**config.mk**
```make
export PLATFORM = sky130hd
export DESIGN_NAME = frlr_top
export DESIGN_NICKNAME = d
export VERILOG_FILES = /design/src/frlr_pkg.sv /design/src/frlr_div_if.sv /design/src/frlr_top.sv /design/src/frlr_fdiv.sv /design/src/frlr_limit.sv
export SDC_FILE = /design/constraint.sdc
export NUM_CORES = 2
export LEC_CHECK = 0
export ABC_AREA = 1
export CAP_MARGIN = 30
export CORE_AREA = 4 4 319 243
export CTS_CLUSTER_DIAMETER = 120
export CTS_CLUSTER_SIZE = 24
export DETAILED_ROUTE_END_ITERATION = 10
export DIE_AREA = 0 0 323 247
export DONT_BUFFER_PORTS = 1
export PLACE_DENSITY_LB_ADDON = 0.2
export SLEW_MARGIN = 20
export SYNTH_ARGS = -nofsm -noshare
export SYNTH_HDL_FRONTEND = slang
export SYNTH_SLANG_ARGS = --single-unit
```
**constraint.sdc**
```tcl
create_clock -name clk_i -period 3.7 [get_ports clk_i]
set_clock_uncertainty 0.2 [all_clocks]
set_input_delay 0 -clock clk_i [delete_from_list [all_inputs] [get_ports clk_i]]
set_output_delay 0 -clock clk_i [all_outputs]
set_load 0.05 [all_outputs]
```
**src/frlr_pkg.sv**
```systemverilog
`default_nettype none
package frlr_pkg;
  // Register addresses, one 32-bit value per address
  localparam logic [15:0] ADDR_WARNINGS      = 16'h401E;
  localparam logic [15:0] ADDR_MASS_NOW      = 16'h4900;
  localparam logic [15:0] ADDR_TEMP_FACTOR   = 16'h4902;
  localparam logic [15:0] ADDR_DISPLAY_COPY  = 16'h4904;
  localparam logic [15:0] ADDR_PULSE_COPY    = 16'h4906;
  localparam logic [15:0] ADDR_LOOP_COPY     = 16'h4908;
  localparam logic [15:0] ADDR_UNCUT         = 16'h490A;
  localparam logic [15:0] ADDR_CORR_FACTOR   = 16'h490C;
  localparam logic [15:0] ADDR_VOL_FLOW      = 16'h4A00;
  localparam logic [15:0] ADDR_HIGH_LIMIT    = 16'h6A06;
  localparam logic [15:0] ADDR_LOW_LIMIT     = 16'h6A08;
  localparam logic [15:0] ADDR_PERSIST_COUNT = 16'h6A0A;
  localparam logic [15:0] ADDR_CORR_WARM     = 16'h6A0C;
  localparam logic [15:0] ADDR_CORR_COLD     = 16'h6A0E;
  localparam logic [15:0] ADDR_CORR_THIRD    = 16'h6A10;

  // Warnings register field
  localparam int          WARN_VOL_BIT       = 2;

  // Reset values; the nominal 7E38 exceeds single range, so the
  // largest finite magnitude stands in for it
  localparam logic [31:0] RST_HIGH_LIMIT     = 32'h7F7FFFFF;
  localparam logic [31:0] RST_LOW_LIMIT      = 32'hFF7FFFFF;
  localparam logic [31:0] RST_PERSIST_COUNT  = 32'h00000003;
  localparam logic [31:0] RST_CORR_VOLUME    = 32'h00000000;
  localparam logic [31:0] RST_VALUE          = 32'h00000000;

  // Last count of the four sensor oscillation periods per integrator cycle
  localparam logic [1:0]  CYCLE_DIV_LAST     = 2'h3;

  // Density source selection
  localparam logic [1:0]  DENS_SRC_INTERNAL  = 2'h0;
  localparam logic [1:0]  DENS_SRC_USER      = 2'h1;
  localparam logic [1:0]  DENS_SRC_ANALOG    = 2'h2;

  // Float layout
  localparam int          FP_EXP_LSB         = 23;
  localparam logic [7:0]  FP_EXP_MAX         = 8'hFF;
  localparam logic [9:0]  FP_BIAS            = 10'h07F;
  localparam logic [4:0]  DIV_STEPS          = 5'h19;

  // Maps a float onto an unsigned key that sorts like the value
  function automatic logic [31:0] frlr_fp_key(input logic [31:0] f);
    frlr_fp_key = f[31] ? ~f : {1'b1, f[30:0]};
  endfunction

  // A usable density is finite, positive and normal
  function automatic logic frlr_fp_usable(input logic [31:0] f);
    frlr_fp_usable = !f[31] && (f[30:23] != 8'h00) &&
                     (f[30:23] != FP_EXP_MAX);
  endfunction
endpackage
`default_nettype wire

```
**src/frlr_div_if.sv**
```systemverilog
`timescale 1ns/1ps
`default_nettype none
interface frlr_div_if;
  logic        start;
  logic [31:0] dividend;
  logic [31:0] divisor;
  logic        done;
  logic [31:0] quotient;
  modport req (output start, output dividend, output divisor,
               input done, input quotient);
  modport rsp (input start, input dividend, input divisor,
               output done, output quotient);
endinterface
`default_nettype wire

```
**src/frlr_top.sv**
```systemverilog
// Behaviour
// RULE1 - Mass flow now is published as a float in the selected mass unit.
// RULE2 - The mass flow temperature correction factor is published.
// RULE3 - A display-filtered copy of mass flow is published.
// RULE4 - A frequency-output-filtered copy of mass flow is published.
// RULE5 - A bus-loop-filtered copy of mass flow is published.
// RULE6 - A loop copy without the low-flow cut-off is published.
// RULE7 - The computed mass flow correction factor is published.
// RULE8 - Volumetric flow is mass flow divided by density.
// RULE9 - Density comes from internal, user or analog source.
// RULE10 - Volumetric flow is zero whenever no valid density is present.
// RULE11 - Warnings bit 2 sets when volume flow exceeds the upper limit.
// RULE12 - Warnings bit 2 sets when volume flow is below the lower limit.
// RULE13 - The warning needs a programmable run of violating cycles.
// RULE14 - One integrator cycle is four sensor oscillation periods.
// RULE15 - Three correction volumes in cm3 act only with special function 1.
// RULE16 - Warning limits are in the selected volume flow unit.
// RULE17 - The violation run count clears on any in-range cycle.
`timescale 1ns/1ps
`default_nettype none
module frlr_top
  import frlr_pkg::*;
(
  input  wire logic        clk_i,          // 40 MHz clock
  input  wire logic        rst_i,          // Synchronous reset
  input  wire logic        osc_i,          // Sensor oscillation pin
  input  wire logic [31:0] mass_flow_i,    // Mass flow, selected unit
  input  wire logic [31:0] temp_factor_i,  // Temperature correction
  input  wire logic [31:0] display_i,      // Display-filtered flow
  input  wire logic [31:0] pulse_i,        // Freq-output-filtered flow
  input  wire logic [31:0] loop_i,         // Loop-filtered flow
  input  wire logic [31:0] uncut_i,        // Loop flow, no cut-off
  input  wire logic [31:0] corr_factor_i,  // Flow correction factor
  input  wire logic [1:0]  dens_src_i,     // Density source select
  input  wire logic [31:0] dens_int_i,     // Measured density
  input  wire logic        dens_int_ok_i,  // Measured density valid
  input  wire logic [31:0] dens_user_i,    // User-parameter density
  input  wire logic [31:0] dens_ana_i,     // Analog-input density
  input  wire logic        dens_ana_ok_i,  // Analog density valid
  input  wire logic        special_fn1_i,  // Special function 1 on
  input  wire logic        wr_i,           // Register write strobe
  input  wire logic        rd_i,           // Register read strobe
  input  wire logic [15:0] addr_i,         // Register address
  input  wire logic [31:0] wdata_i,        // Write data
  output logic      [31:0] rdata_o,        // Read data
  output logic             ack_o,          // Access done pulse
  output logic             err_o,          // Access refused pulse
  output logic      [31:0] vol_flow_o,     // Volumetric flow, float
  output logic             vol_warn_o,     // Volumetric warning
  output logic             cycle_o,        // Integrator cycle pulse
  output logic      [31:0] corr_warm_o,    // Effective volume A1
  output logic      [31:0] corr_cold_o,    // Effective volume A2
  output logic      [31:0] corr_third_o    // Effective volume B
);
  frlr_div_if div ();

  logic        osc_s1_r;
  logic        osc_s2_r;
  logic        osc_s3_r;
  logic        osc_lvl_r;
  logic [1:0]  osc_cnt_r;
  logic        osc_rise;
  logic [31:0] mass_now_r;
  logic [31:0] temp_factor_r;
  logic [31:0] display_r;
  logic [31:0] pulse_r;
  logic [31:0] loop_r;
  logic [31:0] uncut_r;
  logic [31:0] corr_factor_r;
  logic [31:0] high_limit_r;
  logic [31:0] low_limit_r;
  logic [31:0] persist_r;
  logic [31:0] corr_warm_r;
  logic [31:0] corr_cold_r;
  logic [31:0] corr_third_r;
  logic        start_r;
  logic [31:0] dividend_r;
  logic [31:0] divisor_r;
  logic        dens_ok_r;
  logic        mon_tick_r;
  logic        warn;
  logic [31:0] dens_sel;
  logic        dens_sel_ok;

  ////////////////////////////////////////////////////////////////////////
  // Oscillation pin: three stages, level moves once stages 2 and 3 agree
  // Level resets low like the idle pin, so no false edge follows reset
  always_ff @(posedge clk_i) begin
    if (rst_i) begin
      osc_s1_r  <= 1'b0;
      osc_s2_r  <= 1'b0;
      osc_s3_r  <= 1'b0;
      osc_lvl_r <= 1'b0;
    end else begin
      osc_s1_r <= osc_i;
      osc_s2_r <= osc_s1_r;
      osc_s3_r <= osc_s2_r;
      if (osc_s2_r == osc_s3_r) begin
        osc_lvl_r <= osc_s3_r;
      end
    end
  end

  assign osc_rise = (osc_s2_r == osc_s3_r) && osc_s3_r && !osc_lvl_r;

  always_ff @(posedge clk_i) begin
    if (rst_i) begin
      osc_cnt_r <= 2'h0;
      cycle_o   <= 1'b0;
    end else begin
      cycle_o <= 1'b0;
      if (osc_rise) begin
        osc_cnt_r <= osc_cnt_r + 2'h1;
        if (osc_cnt_r == CYCLE_DIV_LAST) begin
          cycle_o <= 1'b1;                                    // [RULE14]
        end
      end
    end
  end

  ////////////////////////////////////////////////////////////////////////
  // Results are snapped once per cycle so a reader sees one coherent set
  always_ff @(posedge clk_i) begin
    if (rst_i) begin
      mass_now_r    <= RST_VALUE;
      temp_factor_r <= RST_VALUE;
      display_r     <= RST_VALUE;
      pulse_r       <= RST_VALUE;
      loop_r        <= RST_VALUE;
      uncut_r       <= RST_VALUE;
      corr_factor_r <= RST_VALUE;
    end else if (cycle_o) begin
      mass_now_r    <= mass_flow_i;                           // [RULE1]
      temp_factor_r <= temp_factor_i;                         // [RULE2]
      display_r     <= display_i;                             // [RULE3]
      pulse_r       <= pulse_i;                               // [RULE4]
      loop_r        <= loop_i;                                // [RULE5]
      uncut_r       <= uncut_i;                               // [RULE6]
      corr_factor_r <= corr_factor_i;                         // [RULE7]
    end
  end

  ////////////////////////////////////////////////////////////////////////
  // Density source and volumetric flow
  always_comb begin
    dens_sel    = dens_user_i;
    dens_sel_ok = 1'b0;
    unique case (dens_src_i)                                  // [RULE9]
      DENS_SRC_INTERNAL: begin
        dens_sel    = dens_int_i;
        dens_sel_ok = dens_int_ok_i;
      end
      DENS_SRC_USER: begin
        dens_sel    = dens_user_i;
        dens_sel_ok = 1'b1;
      end
      DENS_SRC_ANALOG: begin
        dens_sel    = dens_ana_i;
        dens_sel_ok = dens_ana_ok_i;
      end
      default: begin
        dens_sel    = dens_user_i;
        dens_sel_ok = 1'b0;
      end
    endcase
  end

  assign div.start    = start_r;
  assign div.dividend = dividend_r;
  assign div.divisor  = divisor_r;

  // The divide takes under 30 clocks, far inside one sensor cycle
  // A cycle landing while the divide is busy would be lost, not queued
  always_ff @(posedge clk_i) begin
    if (rst_i) begin
      start_r    <= 1'b0;
      dividend_r <= RST_VALUE;
      divisor_r  <= RST_VALUE;
      dens_ok_r  <= 1'b0;
      vol_flow_o <= RST_VALUE;
      mon_tick_r <= 1'b0;
    end else begin
      start_r    <= cycle_o;
      mon_tick_r <= div.done;
      if (cycle_o) begin
        dividend_r <= mass_flow_i;                            // [RULE8]
        divisor_r  <= dens_sel;
        dens_ok_r  <= dens_sel_ok && frlr_fp_usable(dens_sel);
      end
      if (div.done) begin
        vol_flow_o <= dens_ok_r ? div.quotient : RST_VALUE;   // [RULE10]
      end
    end
  end

  frlr_fdiv u_fdiv (
    .clk_i (clk_i),
    .rst_i (rst_i),
    .div   (div)
  );

  // Limits and flow share the volume unit chosen outside  [RULE16]
  frlr_limit u_limit (
    .clk_i  (clk_i),
    .rst_i  (rst_i),
    .tick_i (mon_tick_r),
    .vol_i  (vol_flow_o),
    .high_i (high_limit_r),
    .low_i  (low_limit_r),
    .thr_i  (persist_r),
    .warn_o (warn)
  );

  ////////////////////////////////////////////////////////////////////////
  // Holding registers
  always_ff @(posedge clk_i) begin
    if (rst_i) begin
      high_limit_r <= RST_HIGH_LIMIT;                         // [RULE11]
      low_limit_r  <= RST_LOW_LIMIT;                          // [RULE12]
      persist_r    <= RST_PERSIST_COUNT;                      // [RULE13]
      corr_warm_r  <= RST_CORR_VOLUME;
      corr_cold_r  <= RST_CORR_VOLUME;
      corr_third_r <= RST_CORR_VOLUME;
    end else if (wr_i) begin
      unique case (addr_i)
        ADDR_HIGH_LIMIT:    high_limit_r <= wdata_i;
        ADDR_LOW_LIMIT:     low_limit_r  <= wdata_i;
        ADDR_PERSIST_COUNT: persist_r    <= wdata_i;
        ADDR_CORR_WARM:     corr_warm_r  <= wdata_i;
        ADDR_CORR_COLD:     corr_cold_r  <= wdata_i;
        ADDR_CORR_THIRD:    corr_third_r <= wdata_i;
        default: begin
        end
      endcase
    end
  end

  // Volumes act only under function 1; read-back is not gated  [RULE15]
  always_ff @(posedge clk_i) begin
    if (rst_i) begin
      corr_warm_o  <= RST_CORR_VOLUME;
      corr_cold_o  <= RST_CORR_VOLUME;
      corr_third_o <= RST_CORR_VOLUME;
      vol_warn_o   <= 1'b0;
    end else begin
      corr_warm_o  <= special_fn1_i ? corr_warm_r  : RST_CORR_VOLUME;
      corr_cold_o  <= special_fn1_i ? corr_cold_r  : RST_CORR_VOLUME;
      corr_third_o <= special_fn1_i ? corr_third_r : RST_CORR_VOLUME;
      vol_warn_o   <= warn;                                   // [RULE11]
    end
  end

  ////////////////////////////////////////////////////////////////////////
  // Access answer; writes to read-only or unknown addresses are refused
  // A write and a read in one cycle: the write wins, the read is dropped
  always_ff @(posedge clk_i) begin
    if (rst_i) begin
      rdata_o <= RST_VALUE;
      ack_o   <= 1'b0;
      err_o   <= 1'b0;
    end else begin
      ack_o <= 1'b0;
      err_o <= 1'b0;
      if (wr_i) begin
        unique case (addr_i)
          ADDR_HIGH_LIMIT, ADDR_LOW_LIMIT, ADDR_PERSIST_COUNT,
          ADDR_CORR_WARM, ADDR_CORR_COLD, ADDR_CORR_THIRD: ack_o <= 1'b1;
          default: err_o <= 1'b1;
        endcase
      end else if (rd_i) begin
        ack_o <= 1'b1;
        unique case (addr_i)
          ADDR_WARNINGS: begin
            rdata_o               <= RST_VALUE;
            rdata_o[WARN_VOL_BIT] <= warn;                    // [RULE11]
          end
          ADDR_MASS_NOW:      rdata_o <= mass_now_r;          // [RULE1]
          ADDR_TEMP_FACTOR:   rdata_o <= temp_factor_r;       // [RULE2]
          ADDR_DISPLAY_COPY:  rdata_o <= display_r;           // [RULE3]
          ADDR_PULSE_COPY:    rdata_o <= pulse_r;             // [RULE4]
          ADDR_LOOP_COPY:     rdata_o <= loop_r;              // [RULE5]
          ADDR_UNCUT:         rdata_o <= uncut_r;             // [RULE6]
          ADDR_CORR_FACTOR:   rdata_o <= corr_factor_r;       // [RULE7]
          ADDR_VOL_FLOW:      rdata_o <= vol_flow_o;
          ADDR_HIGH_LIMIT:    rdata_o <= high_limit_r;
          ADDR_LOW_LIMIT:     rdata_o <= low_limit_r;
          ADDR_PERSIST_COUNT: rdata_o <= persist_r;
          ADDR_CORR_WARM:     rdata_o <= corr_warm_r;
          ADDR_CORR_COLD:     rdata_o <= corr_cold_r;
          ADDR_CORR_THIRD:    rdata_o <= corr_third_r;
          default: begin
            rdata_o <= RST_VALUE;
            ack_o   <= 1'b0;
            err_o   <= 1'b1;
          end
        endcase
      end
    end
  end
endmodule
`default_nettype wire

```
**src/frlr_fdiv.sv**
```systemverilog
`timescale 1ns/1ps
`default_nettype none
module frlr_fdiv
  import frlr_pkg::*;
(
  input  wire logic clk_i,       // System clock
  input  wire logic rst_i,       // Synchronous reset
  frlr_div_if.rsp   div          // Divide request and answer
);
  typedef enum logic [1:0] {FRLR_IDLE, FRLR_RUN, FRLR_PACK} frlr_div_st_t;

  frlr_div_st_t st_r;
  logic [24:0]  rem_r;
  logic [23:0]  den_r;
  logic [24:0]  quo_r;
  logic [9:0]   exp_r;
  logic         sgn_r;
  logic         zero_r;
  logic [4:0]   step_r;
  logic [31:0]  quotient_r;
  logic         done_r;
  logic [24:0]  diff;
  logic [9:0]   exp_adj;

  assign diff         = rem_r - {1'b0, den_r};
  assign exp_adj      = quo_r[24] ? exp_r : exp_r - 10'h001;
  assign div.done     = done_r;
  assign div.quotient = quotient_r;

  ////////////////////////////////////////////////////////////////////////
  // Restoring mantissa divide, one quotient bit per clock
  always_ff @(posedge clk_i) begin
    if (rst_i) begin
      st_r   <= FRLR_IDLE;
      rem_r  <= 25'h0000000;
      den_r  <= 24'h000000;
      quo_r  <= 25'h0000000;
      exp_r  <= 10'h000;
      sgn_r  <= 1'b0;
      zero_r <= 1'b0;
      step_r <= 5'h00;
    end else begin
      unique case (st_r)
        FRLR_IDLE: begin
          if (div.start) begin
            rem_r  <= {2'h1, div.dividend[22:0]};
            den_r  <= {1'b1, div.divisor[22:0]};
            quo_r  <= 25'h0000000;
            exp_r  <= {2'h0, div.dividend[30:23]} -
                      {2'h0, div.divisor[30:23]} + FP_BIAS;
            sgn_r  <= div.dividend[31] ^ div.divisor[31];
            // Denormal mass flow is read as zero flow
            zero_r <= (div.dividend[30:23] == 8'h00);
            step_r <= 5'h00;
            st_r   <= FRLR_RUN;
          end
        end
        FRLR_RUN: begin
          if (!diff[24]) begin
            rem_r <= {diff[23:0], 1'b0};
            quo_r <= {quo_r[23:0], 1'b1};
          end else begin
            rem_r <= {rem_r[23:0], 1'b0};
            quo_r <= {quo_r[23:0], 1'b0};
          end
          step_r <= step_r + 5'h01;
          if (step_r == DIV_STEPS - 5'h01) begin
            st_r <= FRLR_PACK;
          end
        end
        FRLR_PACK: begin
          st_r <= FRLR_IDLE;
        end
        default: begin
          st_r <= FRLR_IDLE;
        end
      endcase
    end
  end

  ////////////////////////////////////////////////////////////////////////
  // Normalise and pack; truncation keeps the path short
  always_ff @(posedge clk_i) begin
    if (rst_i) begin
      quotient_r <= RST_VALUE;
      done_r     <= 1'b0;
    end else begin
      done_r <= (st_r == FRLR_PACK);
      if (st_r == FRLR_PACK) begin
        if (zero_r || exp_adj[9] || exp_adj == 10'h000) begin
          quotient_r <= RST_VALUE;
        end else if (exp_adj[8:0] >= {1'b0, FP_EXP_MAX}) begin
          quotient_r <= {sgn_r, 31'h7F7FFFFF};
        end else if (quo_r[24]) begin
          quotient_r <= {sgn_r, exp_adj[7:0], quo_r[23:1]};
        end else begin
          quotient_r <= {sgn_r, exp_adj[7:0], quo_r[22:0]};
        end
      end
    end
  end
endmodule
`default_nettype wire

```
**src/frlr_limit.sv**
```systemverilog
`timescale 1ns/1ps
`default_nettype none
module frlr_limit
  import frlr_pkg::*;
(
  input  wire logic        clk_i,     // System clock
  input  wire logic        rst_i,     // Synchronous reset
  input  wire logic        tick_i,    // New volumetric value present
  input  wire logic [31:0] vol_i,     // Volumetric flow, float
  input  wire logic [31:0] high_i,    // Upper warning limit, float
  input  wire logic [31:0] low_i,     // Lower warning limit, float
  input  wire logic [31:0] thr_i,     // Consecutive cycles needed
  output logic             warn_o     // Volumetric flow warning
);
  logic [31:0] run_r;
  logic [31:0] need;
  logic        over;
  logic        under;

  // A threshold of zero behaves as one
  assign need  = (thr_i == 32'h00000000) ? 32'h00000001 : thr_i;
  assign over  = frlr_fp_key(vol_i) > frlr_fp_key(high_i);    // [RULE11]
  assign under = frlr_fp_key(vol_i) < frlr_fp_key(low_i);     // [RULE12]

  ////////////////////////////////////////////////////////////////////////
  always_ff @(posedge clk_i) begin
    if (rst_i) begin
      run_r  <= 32'h00000000;
      warn_o <= 1'b0;
    end else if (tick_i) begin
      if (over || under) begin
        if (run_r != 32'hFFFFFFFF) begin
          run_r <= run_r + 32'h00000001;
        end
        // Counts the present cycle as well
        if (run_r + 32'h00000001 >= need) begin
          warn_o <= 1'b1;                                     // [RULE13]
        end
      end else begin
        run_r  <= 32'h00000000;                               // [RULE17]
        warn_o <= 1'b0;
      end
    end
  end
endmodule
`default_nettype wire

```
Word-level counts from Yosys, hierarchy flattened
Index checks and enable logic that the tools add are counted.
{"block": "totals", "ff_bits": 780, "latchBits": 0, "mem_bits_rw": 0, "mem_bits_ro": 0, "in_bits": 378, "n_memories": 0}
{"block": "op_classes", "n_addsub": 7, "mul": 0, "div": 0, "order_cmp": 4, "eq_ne": 28, "shift": 0, "n_mux": 36, "bitwise_logic": 7, "reduce_logical": 33}
{"operator": "case mux 32 bit (15 select lines)", "n": 1}
{"operator": "two-way mux 32 bit", "n": 8}
{"operator": "== test 16 x 15 -> 1 bit, second input constant", "n": 15}
{"operator": "case mux 25 bit (2 select lines)", "n": 2}
{"operator": "NOT 32 bit", "n": 3}
{"operator": "two-way mux 25 bit", "n": 3}
{"operator": "case mux 32 bit (2 select lines)", "n": 1}
{"operator": "adder 32 x 1 -> 32 bit, second input constant", "n": 1}
{"operator": "greater-or-equal comparator 32 bit", "n": 1}
{"operator": "> comparator 32 bit", "n": 1}
{"operator": "zero test 32 bit", "n": 1}
{"operator": "less-than comparator 32 bit", "n": 1}
{"operator": "inequality test 32 bit, second input constant", "n": 1}
{"operator": "two-way mux 31 bit", "n": 1}
{"operator": "subtractor 25 x 24 -> 25 bit", "n": 1}
{"operator": "AND reduction 2 bit", "n": 12}
{"operator": "two-way mux 23 bit", "n": 1}
{"operator": "OR reduction 15 bit", "n": 1}
{"operator": "two-way mux 1 bit", "n": 12}
{"operator": "adder 10 x 7 -> 10 bit, second input constant", "n": 1}
{"operator": "zero test 10 bit", "n": 1}
{"operator": "two-way mux 10 bit", "n": 1}
{"operator": "case mux 5 bit (2 select lines)", "n": 1}
{"operator": "subtractor 10 x 1 -> 10 bit, second input constant", "n": 1}
{"operator": "26 further kinds", "n": 43}

Logic depth before layout (Yosys ltp)
{"block": "depth", "depth_word": 6, "ltp_mapped": 21}

Modules after synthesis
From an unflattened synthesis, not the netlist that was laid out.
{"block": "hier_totals", "cells_unflattened": 5763, "area_unflattened_um2": 39564.2}
{"module": "frlr_top", "n_inst": 1, "cells_per_inst": 3777, "area_each_um2": 26365.3}
{"module": "frlr_fdiv", "n_inst": 1, "cells_per_inst": 1239, "area_each_um2": 7957.6}
{"module": "frlr_limit", "n_inst": 1, "cells_per_inst": 747, "area_each_um2": 5241.3}

Worst setup path after synthesis
No wires, ideal clock.
{"block": "synth_path", "path_type": "register to register", "startpoint": "register vol_flow_o[31]", "endpoint": "register u_limit.run_r[0]", "setup_time_ps": 114, "arrival_ps": 2931, "required_ps": 3386, "path_slack_ps": 455, "path_stages_with_launch": 15, "period_less_slack_ps": 3245, "path_cell_list": "dfxtp_1 > buf_2 > clkbuf_1 > xor2_1 > ha_1 > nand2_1 > nor2_1 > nand4_1 > nor4_1 > nand3_1 > nand2_1 > nand3_1 > buf_2 > a21oi_1 > nor2_1"}
{"block": "synth_via", "elab_chain_cells": 6, "elab_cells_between_ends": 8, "classes_between": "order compare (2); eq/ne (1); mux (2); bitwise (1); reduce/logical (2)"}
{"element": "start, declared", "line_no": "frlr_top.sv:48", "text": "output logic [31:0] vol_flow_o,"}
{"element": "start signal, assigned", "line_no": "frlr_top.sv:191", "text": "vol_flow_o <= dens_ok_r ? div.quotient : RST_VALUE;"}
{"element": "NOT 32 bit", "line_no": "frlr_pkg.sv:47", "text": "frlr_fp_key = f[31] ? ~f : {1'b1, f[30:0]};"}
{"element": "two-way mux 32 bit (*)", "line_no": "frlr_pkg.sv:47"}
{"element": "> comparator 32 bit / less-than comparator 32 bit (equally long branches)", "line_no": "frlr_limit.sv:22, frlr_limit.sv:23"}
{"element": "logical OR 1 bit (*)", "line_no": "frlr_limit.sv:31", "text": "if (over || under) begin"}
{"element": "inequality test 2 bit (no line)"}
{"element": "AND reduction 2 bit (no line)"}
{"element": "end signal, assigned", "line_no": "frlr_limit.sv:33", "text": "run_r <= run_r + 32'h00000001;"}
{"element": "end, declared", "line_no": "frlr_limit.sv:15", "text": "logic [31:0] run_r;"}
Every way passes the cells marked *; elsewhere a longest branch is shown, timed or not.
A chain may end at the register's enable or synchronous reset.

Final worst setup path
{"block": "layout_path", "startpoint": "input port addr_i[6]", "endpoint": "register rdata_o[7]"}
{"block": "layout_via", "elab_chain_cells": 2, "elab_cells_between_ends": 16, "classes_between": "eq/ne (15); mux (1)"}
{"element": "start, declared", "line_no": "frlr_top.sv:43", "text": "input wire logic [15:0] addr_i,"}
{"element": "== test 16 x 15 -> 1 bit", "line_no": "frlr_top.sv:272", "text": "unique case (addr_i)"}
{"element": "case mux 32 bit (15 select lines) (*)", "line_no": "frlr_top.sv:272"}
{"element": "end signal, assigned by index", "line_no": "frlr_top.sv:275", "text": "rdata_o[WARN_VOL_BIT] <= warn;"}
{"element": "end signal, assigned", "line_no": "frlr_top.sv:277", "text": "ADDR_MASS_NOW: rdata_o <= mass_now_r;"}
{"element": "end signal, assigned", "line_no": "frlr_top.sv:278", "text": "ADDR_TEMP_FACTOR: rdata_o <= temp_factor_r;"}
{"element": "end, declared", "line_no": "frlr_top.sv:45", "text": "output logic [31:0] rdata_o,"}
Marks and branches as above.

==> results.sh <==
export IMPL_outcome="completed"
export IMPL_fmax_mhz=270.6
export IMPL_cp_start_kind="primary input"
export IMPL_slowest_stage_cell_on_the_critical_path="sky130_fd_sc_hd__dlygate4sd3_1"
export IMPL_syn_avg_cell_area_um2=7.193
export IMPL_cellInternalPower_uw=10630
export IMPL_first_pass_iters=6
export IMPL_synth_area_mux_share_pct=0
export IMPL_placement_setup_worst_slack_ns=0.3083
export IMPL_core_footprint_mm2=0.07446
export IMPL_post_dp_cell_area_mm2=0.03769
export IMPL_ant_nets=0
export IMPL_async_reset_ff_share_pct=0
export IMPL_vdd_ir_drop_max_mv=0.3434
export IMPL_ctsLongestPathBuffers=3
export IMPL_setup_tns_ns=0
export IMPL_routedWlPerCell_um=21.17
export IMPL_setup_viol=0
export IMPL_critPathCaptureType="flip-flop"
export IMPL_worst_slew_pin_slew_ns=1.213
export IMPL_synthXorXnorAreaFrac_pct=3.398
export IMPL_port_buffers=0
export IMPL_synth_simple_gate_area_share_pct=25.24
export IMPL_power_share_of_the_clock_group_pct=34.8
export IMPL_gr_usage_all_layers_pct=33.53
export IMPL_postRouteWirelength_mm=139.6
export IMPL_nets=6091
export IMPL_critical_path_max_stage_delay_ns=0.69
export IMPL_tritoncts_num_buffers=38
export IMPL_drt_iter0_markers=4376
export IMPL_clockRootBuffer="sky130_fd_sc_hd__clkbuf_16"
export IMPL_ys_warn_count=0
export IMPL_crit_required_ns=4.05
export IMPL_cp_startpoint="addr_i[6]"
export IMPL_arrival_time_at_the_worst_endpoint_ns=4.05
export IMPL_finalWeightedCongestion=0.9473
export IMPL_synth_enable_flop_cells=0
export IMPL_fp_dieArea_mm2=0.07978
export IMPL_share_of_synthesized_cell_area_in_full_adder_half_adder_and_majority_cells_pct=4.657
export IMPL_dpl_hpwl_mm=92.08
export IMPL_ordered_cell_list_for_the_critical_path="dlygate4sd3_1 > nor2_2 > dlygate4sd3_1 > nand3_1 > dlygate4sd3_1 > nor3_4 > buf_4 > buf_6 > nand2_1 > o2111ai_1 > nor2_1 > nand2_1 > nand2_1 > a21oi_1 > dlygate4sd3_1"
export IMPL_final_min_period_over_clock_period_pct=99.89
export IMPL_total_leakage_power_uw=0.01941
export IMPL_ys_dominant_reg_cell="sky130_fd_sc_hd__dfxtp_1"
export IMPL_path_common_cell="sky130_fd_sc_hd__dlygate4sd3_1"
export IMPL_layoutNonFillerInstCount=6597
export IMPL_cts_tree="built"
export IMPL_yosysSeqAreaShare_pct=42.36
export IMPL_worst_hold_slack_ns=0.02683
export IMPL_synth_compound_area_share_pct=16.63
export IMPL_timing_final_hold_violations=0
export IMPL_clock_latency_reported_for_the_late_side_of_the_worst_skew_pair_ns=0.64
export IMPL_synth_distinct_cells=50
export IMPL_dominant_combinational_cell_family_by_area_after_synthesis="simple AND/OR/NAND/NOR gates"
export IMPL_floorplan_rows=87
export IMPL_maximum_number_of_pins_on_one_net_before_global_route_repair=260
export IMPL_clkTransAtPathRegs_ns=0.10
export IMPL_initial_core_util_pct=49.50
export IMPL_worst_slew_margin_rel_pct=19.14
export IMPL_yosys_register_bits=780
export IMPL_die_h_um=247
export IMPL_final_design_area_no_fill_mm2=0.04521
export IMPL_wire_length_of_the_first_global_routing_pass_mm=210.3
export IMPL_max_cap_viol_count=0
export IMPL_total_power_density_per_cell_area_mw_per_mm2=307.4
export IMPL_placed_cells=5882
export IMPL_period_needed_ns=3.696
export IMPL_hold_path_class="primary input to flip-flop"
export IMPL_number_of_global_route_vias_before_repair=35803
export IMPL_total_switching_power_uw=3269
export IMPL_syn_inst=5124
export IMPL_holdCritStartpoint="wdata_i[15]"
export IMPL_power_combinational_fraction_pct=4.8
export IMPL_synth_area_mm2=0.03686
export IMPL_route_detailed_vias_per_inst=5.798
export IMPL_worstReg2RegStart="u_limit.run_r[0]$_SDFFE_PP0P_"
export IMPL_drv_slew=0
export IMPL_number_of_antenna_violations_at_the_first_check_in_global_routing=37
export IMPL_cts_sink_count=780
export IMPL_drc=0
export IMPL_worst_path_max_fanout=24
export IMPL_fill_cells=6366
export IMPL_chipWidth_um=323
export IMPL_critPathKind="primary input to flip-flop"
export IMPL_vias=38248
export IMPL_clock_tree_htree_level_count=2
export IMPL_power_switching_fraction_pct=23.52
export IMPL_syn_num_nets=5638
export IMPL_syn2layout_area_growth_pct=22.65
export IMPL_grt_overflow_total=0
export IMPL_top_level_ports=542
export IMPL_fin_ws_ns=0.004067
export IMPL_fraction_of_layout_cells_with_a_size_suffix_above_1_pct=3.942
export IMPL_sequentialPowerShare_pct=60.4
## path summary, 6_finish.rpt
path                                                 endpoint  depth (start not counted)  slack, ns
worst max-delay path                  rdata_o[7]$_SDFFE_PP0P_                         15      0.004
worst min-delay path            high_limit_r[15]$_SDFFE_PP1P_                          3       0.03
worst max register to register    u_limit.warn_o$_SDFFE_PP0P_                         19       0.28
worst min register to register            osc_s3_r$_SDFF_PP0_                          2       0.25
## power by group through the flow
stage / clock network, µW / registers [µW] / logic, µW
after floorplan: 0 / 8590 / 202
after global placement: 0 / 8590 / 235
after detailed placement: 0 / 8590 / 236
after CTS: 4860 / 8390 / 623
after global routing: 5150 / 8400 / 698
final: 4830 / 8400 / 666
## cells in the mapped netlist, types with 48 or more instances
cell type,count,area share [%]
sky130_fd_sc_hd__o211ai_1,48,0.98
sky130_fd_sc_hd__ha_1,134,4.5
sky130_fd_sc_hd__xnor2_1,74,1.8
sky130_fd_sc_hd__dfxtp_1,780,42
sky130_fd_sc_hd__xor2_1,69,1.6
sky130_fd_sc_hd__clkbuf_1,237,2.4
sky130_fd_sc_hd__nor2_1,736,7.5
sky130_fd_sc_hd__nand4_1,66,1.1
sky130_fd_sc_hd__a21oi_1,409,5.6
sky130_fd_sc_hd__inv_1,390,4.0
sky130_fd_sc_hd__o2111ai_1,63,1.5
sky130_fd_sc_hd__o21ai_0,486,6.6
sky130_fd_sc_hd__nand2_1,995,10
sky130_fd_sc_hd__nand3_1,344,4.7
## cells by family after synthesis
logic type / Yosys count
AO/OA/AOI/OAI: 1098
XOR/XNOR: 143
adder cells (fa/ha/maj): 136
buffers and inverters: 728
flip-flops: 780
AND/OR/NAND/NOR: 2239
## timing repair
action | in CTS | in global routing
hold buffers | 630 | 0
buffers inserted | 0 | 1
hold endpoints to repair | 736 | 0
gates resized for setup | 0 | 5
setup endpoints to repair | 0 | 25
## worst max-delay path: cells and delay by family
kind            cells  cell delay, ns
buf+inv             6            2.79
simple gates        7            0.96
compound gates      2            0.28
## stage by stage
| step | power (µW) | util, % |
|---|---|---|
| 6_report | 13900 | 60.72 |
| 5_1_grt | 14250 | 60.69 |
| 3_5_place_dp | 8825 | 50.62 |
| 4_1_cts | 13870 | 60.49 |
| 3_3_place_gp | 8824 | 50.56 |
| 2_1_floorplan | 8791 | - |
## layout make-up
class                           instances  area (µm²)  area share [%]
Timing Repair Buffer                  729        7236           16.01
Inverter                              412        1565           3.462
Antenna cell                           37       92.59          0.2048
Clock buffer                           40       979.7           2.167
Sequential cell                       780       15620           34.56
Clock inverter                          4       46.29          0.1024
Multi-Input combinational cell       3616       18440           40.79
Tap cell                              979        1225           2.709
## layer usage
layer / GRT usage (%) / up-vias / part of all wire [%]
met5: 0 / - / 0.039
met4: 13.64 / 8 / 4.5
met3: 8.690 / 497 / 11
met2: 49.10 / 2069 / 42
met1: 46.98 / 17879 / 43
li1: - / 17795 / -
## cell usage in the layout, fill, tap and decap left out, types with 3 or more instances in the layout
cell type and instances:
sky130_fd_sc_hd__nand3b_1 3, sky130_fd_sc_hd__a31oi_1 6, sky130_fd_sc_hd__diode_2 37, sky130_fd_sc_hd__dlygate4sd3_1 629, sky130_fd_sc_hd__o21ai_0 486, sky130_fd_sc_hd__nor3_1 24
sky130_fd_sc_hd__nand3_2 4, sky130_fd_sc_hd__nand4_1 66, sky130_fd_sc_hd__nand2_2 7, sky130_fd_sc_hd__o211ai_1 48, sky130_fd_sc_hd__xnor2_1 74, sky130_fd_sc_hd__inv_1 388
sky130_fd_sc_hd__buf_6 3, sky130_fd_sc_hd__nand3_1 344, sky130_fd_sc_hd__buf_12 12, sky130_fd_sc_hd__inv_2 15, sky130_fd_sc_hd__nor2_1 731, sky130_fd_sc_hd__nand2_1 993
sky130_fd_sc_hd__clkinv_1 5, sky130_fd_sc_hd__nor4_1 22, sky130_fd_sc_hd__nor3_4 5, sky130_fd_sc_hd__a211oi_1 35, sky130_fd_sc_hd__clkbuf_16 39, sky130_fd_sc_hd__xor2_1 69
sky130_fd_sc_hd__a32o_1 23, sky130_fd_sc_hd__dfxtp_1 776, sky130_fd_sc_hd__o2111ai_1 63, sky130_fd_sc_hd__dfxtp_2 3, sky130_fd_sc_hd__nor2_2 16, sky130_fd_sc_hd__a21o_1 3
sky130_fd_sc_hd__a21boi_0 4, sky130_fd_sc_hd__o22ai_1 4, sky130_fd_sc_hd__o21bai_1 5, sky130_fd_sc_hd__nor2_4 3, sky130_fd_sc_hd__a21oi_1 409, sky130_fd_sc_hd__buf_4 83
sky130_fd_sc_hd__o21ai_1 3, sky130_fd_sc_hd__or2_2 13, sky130_fd_sc_hd__ha_1 134
(Power assumes the default switching activity.)
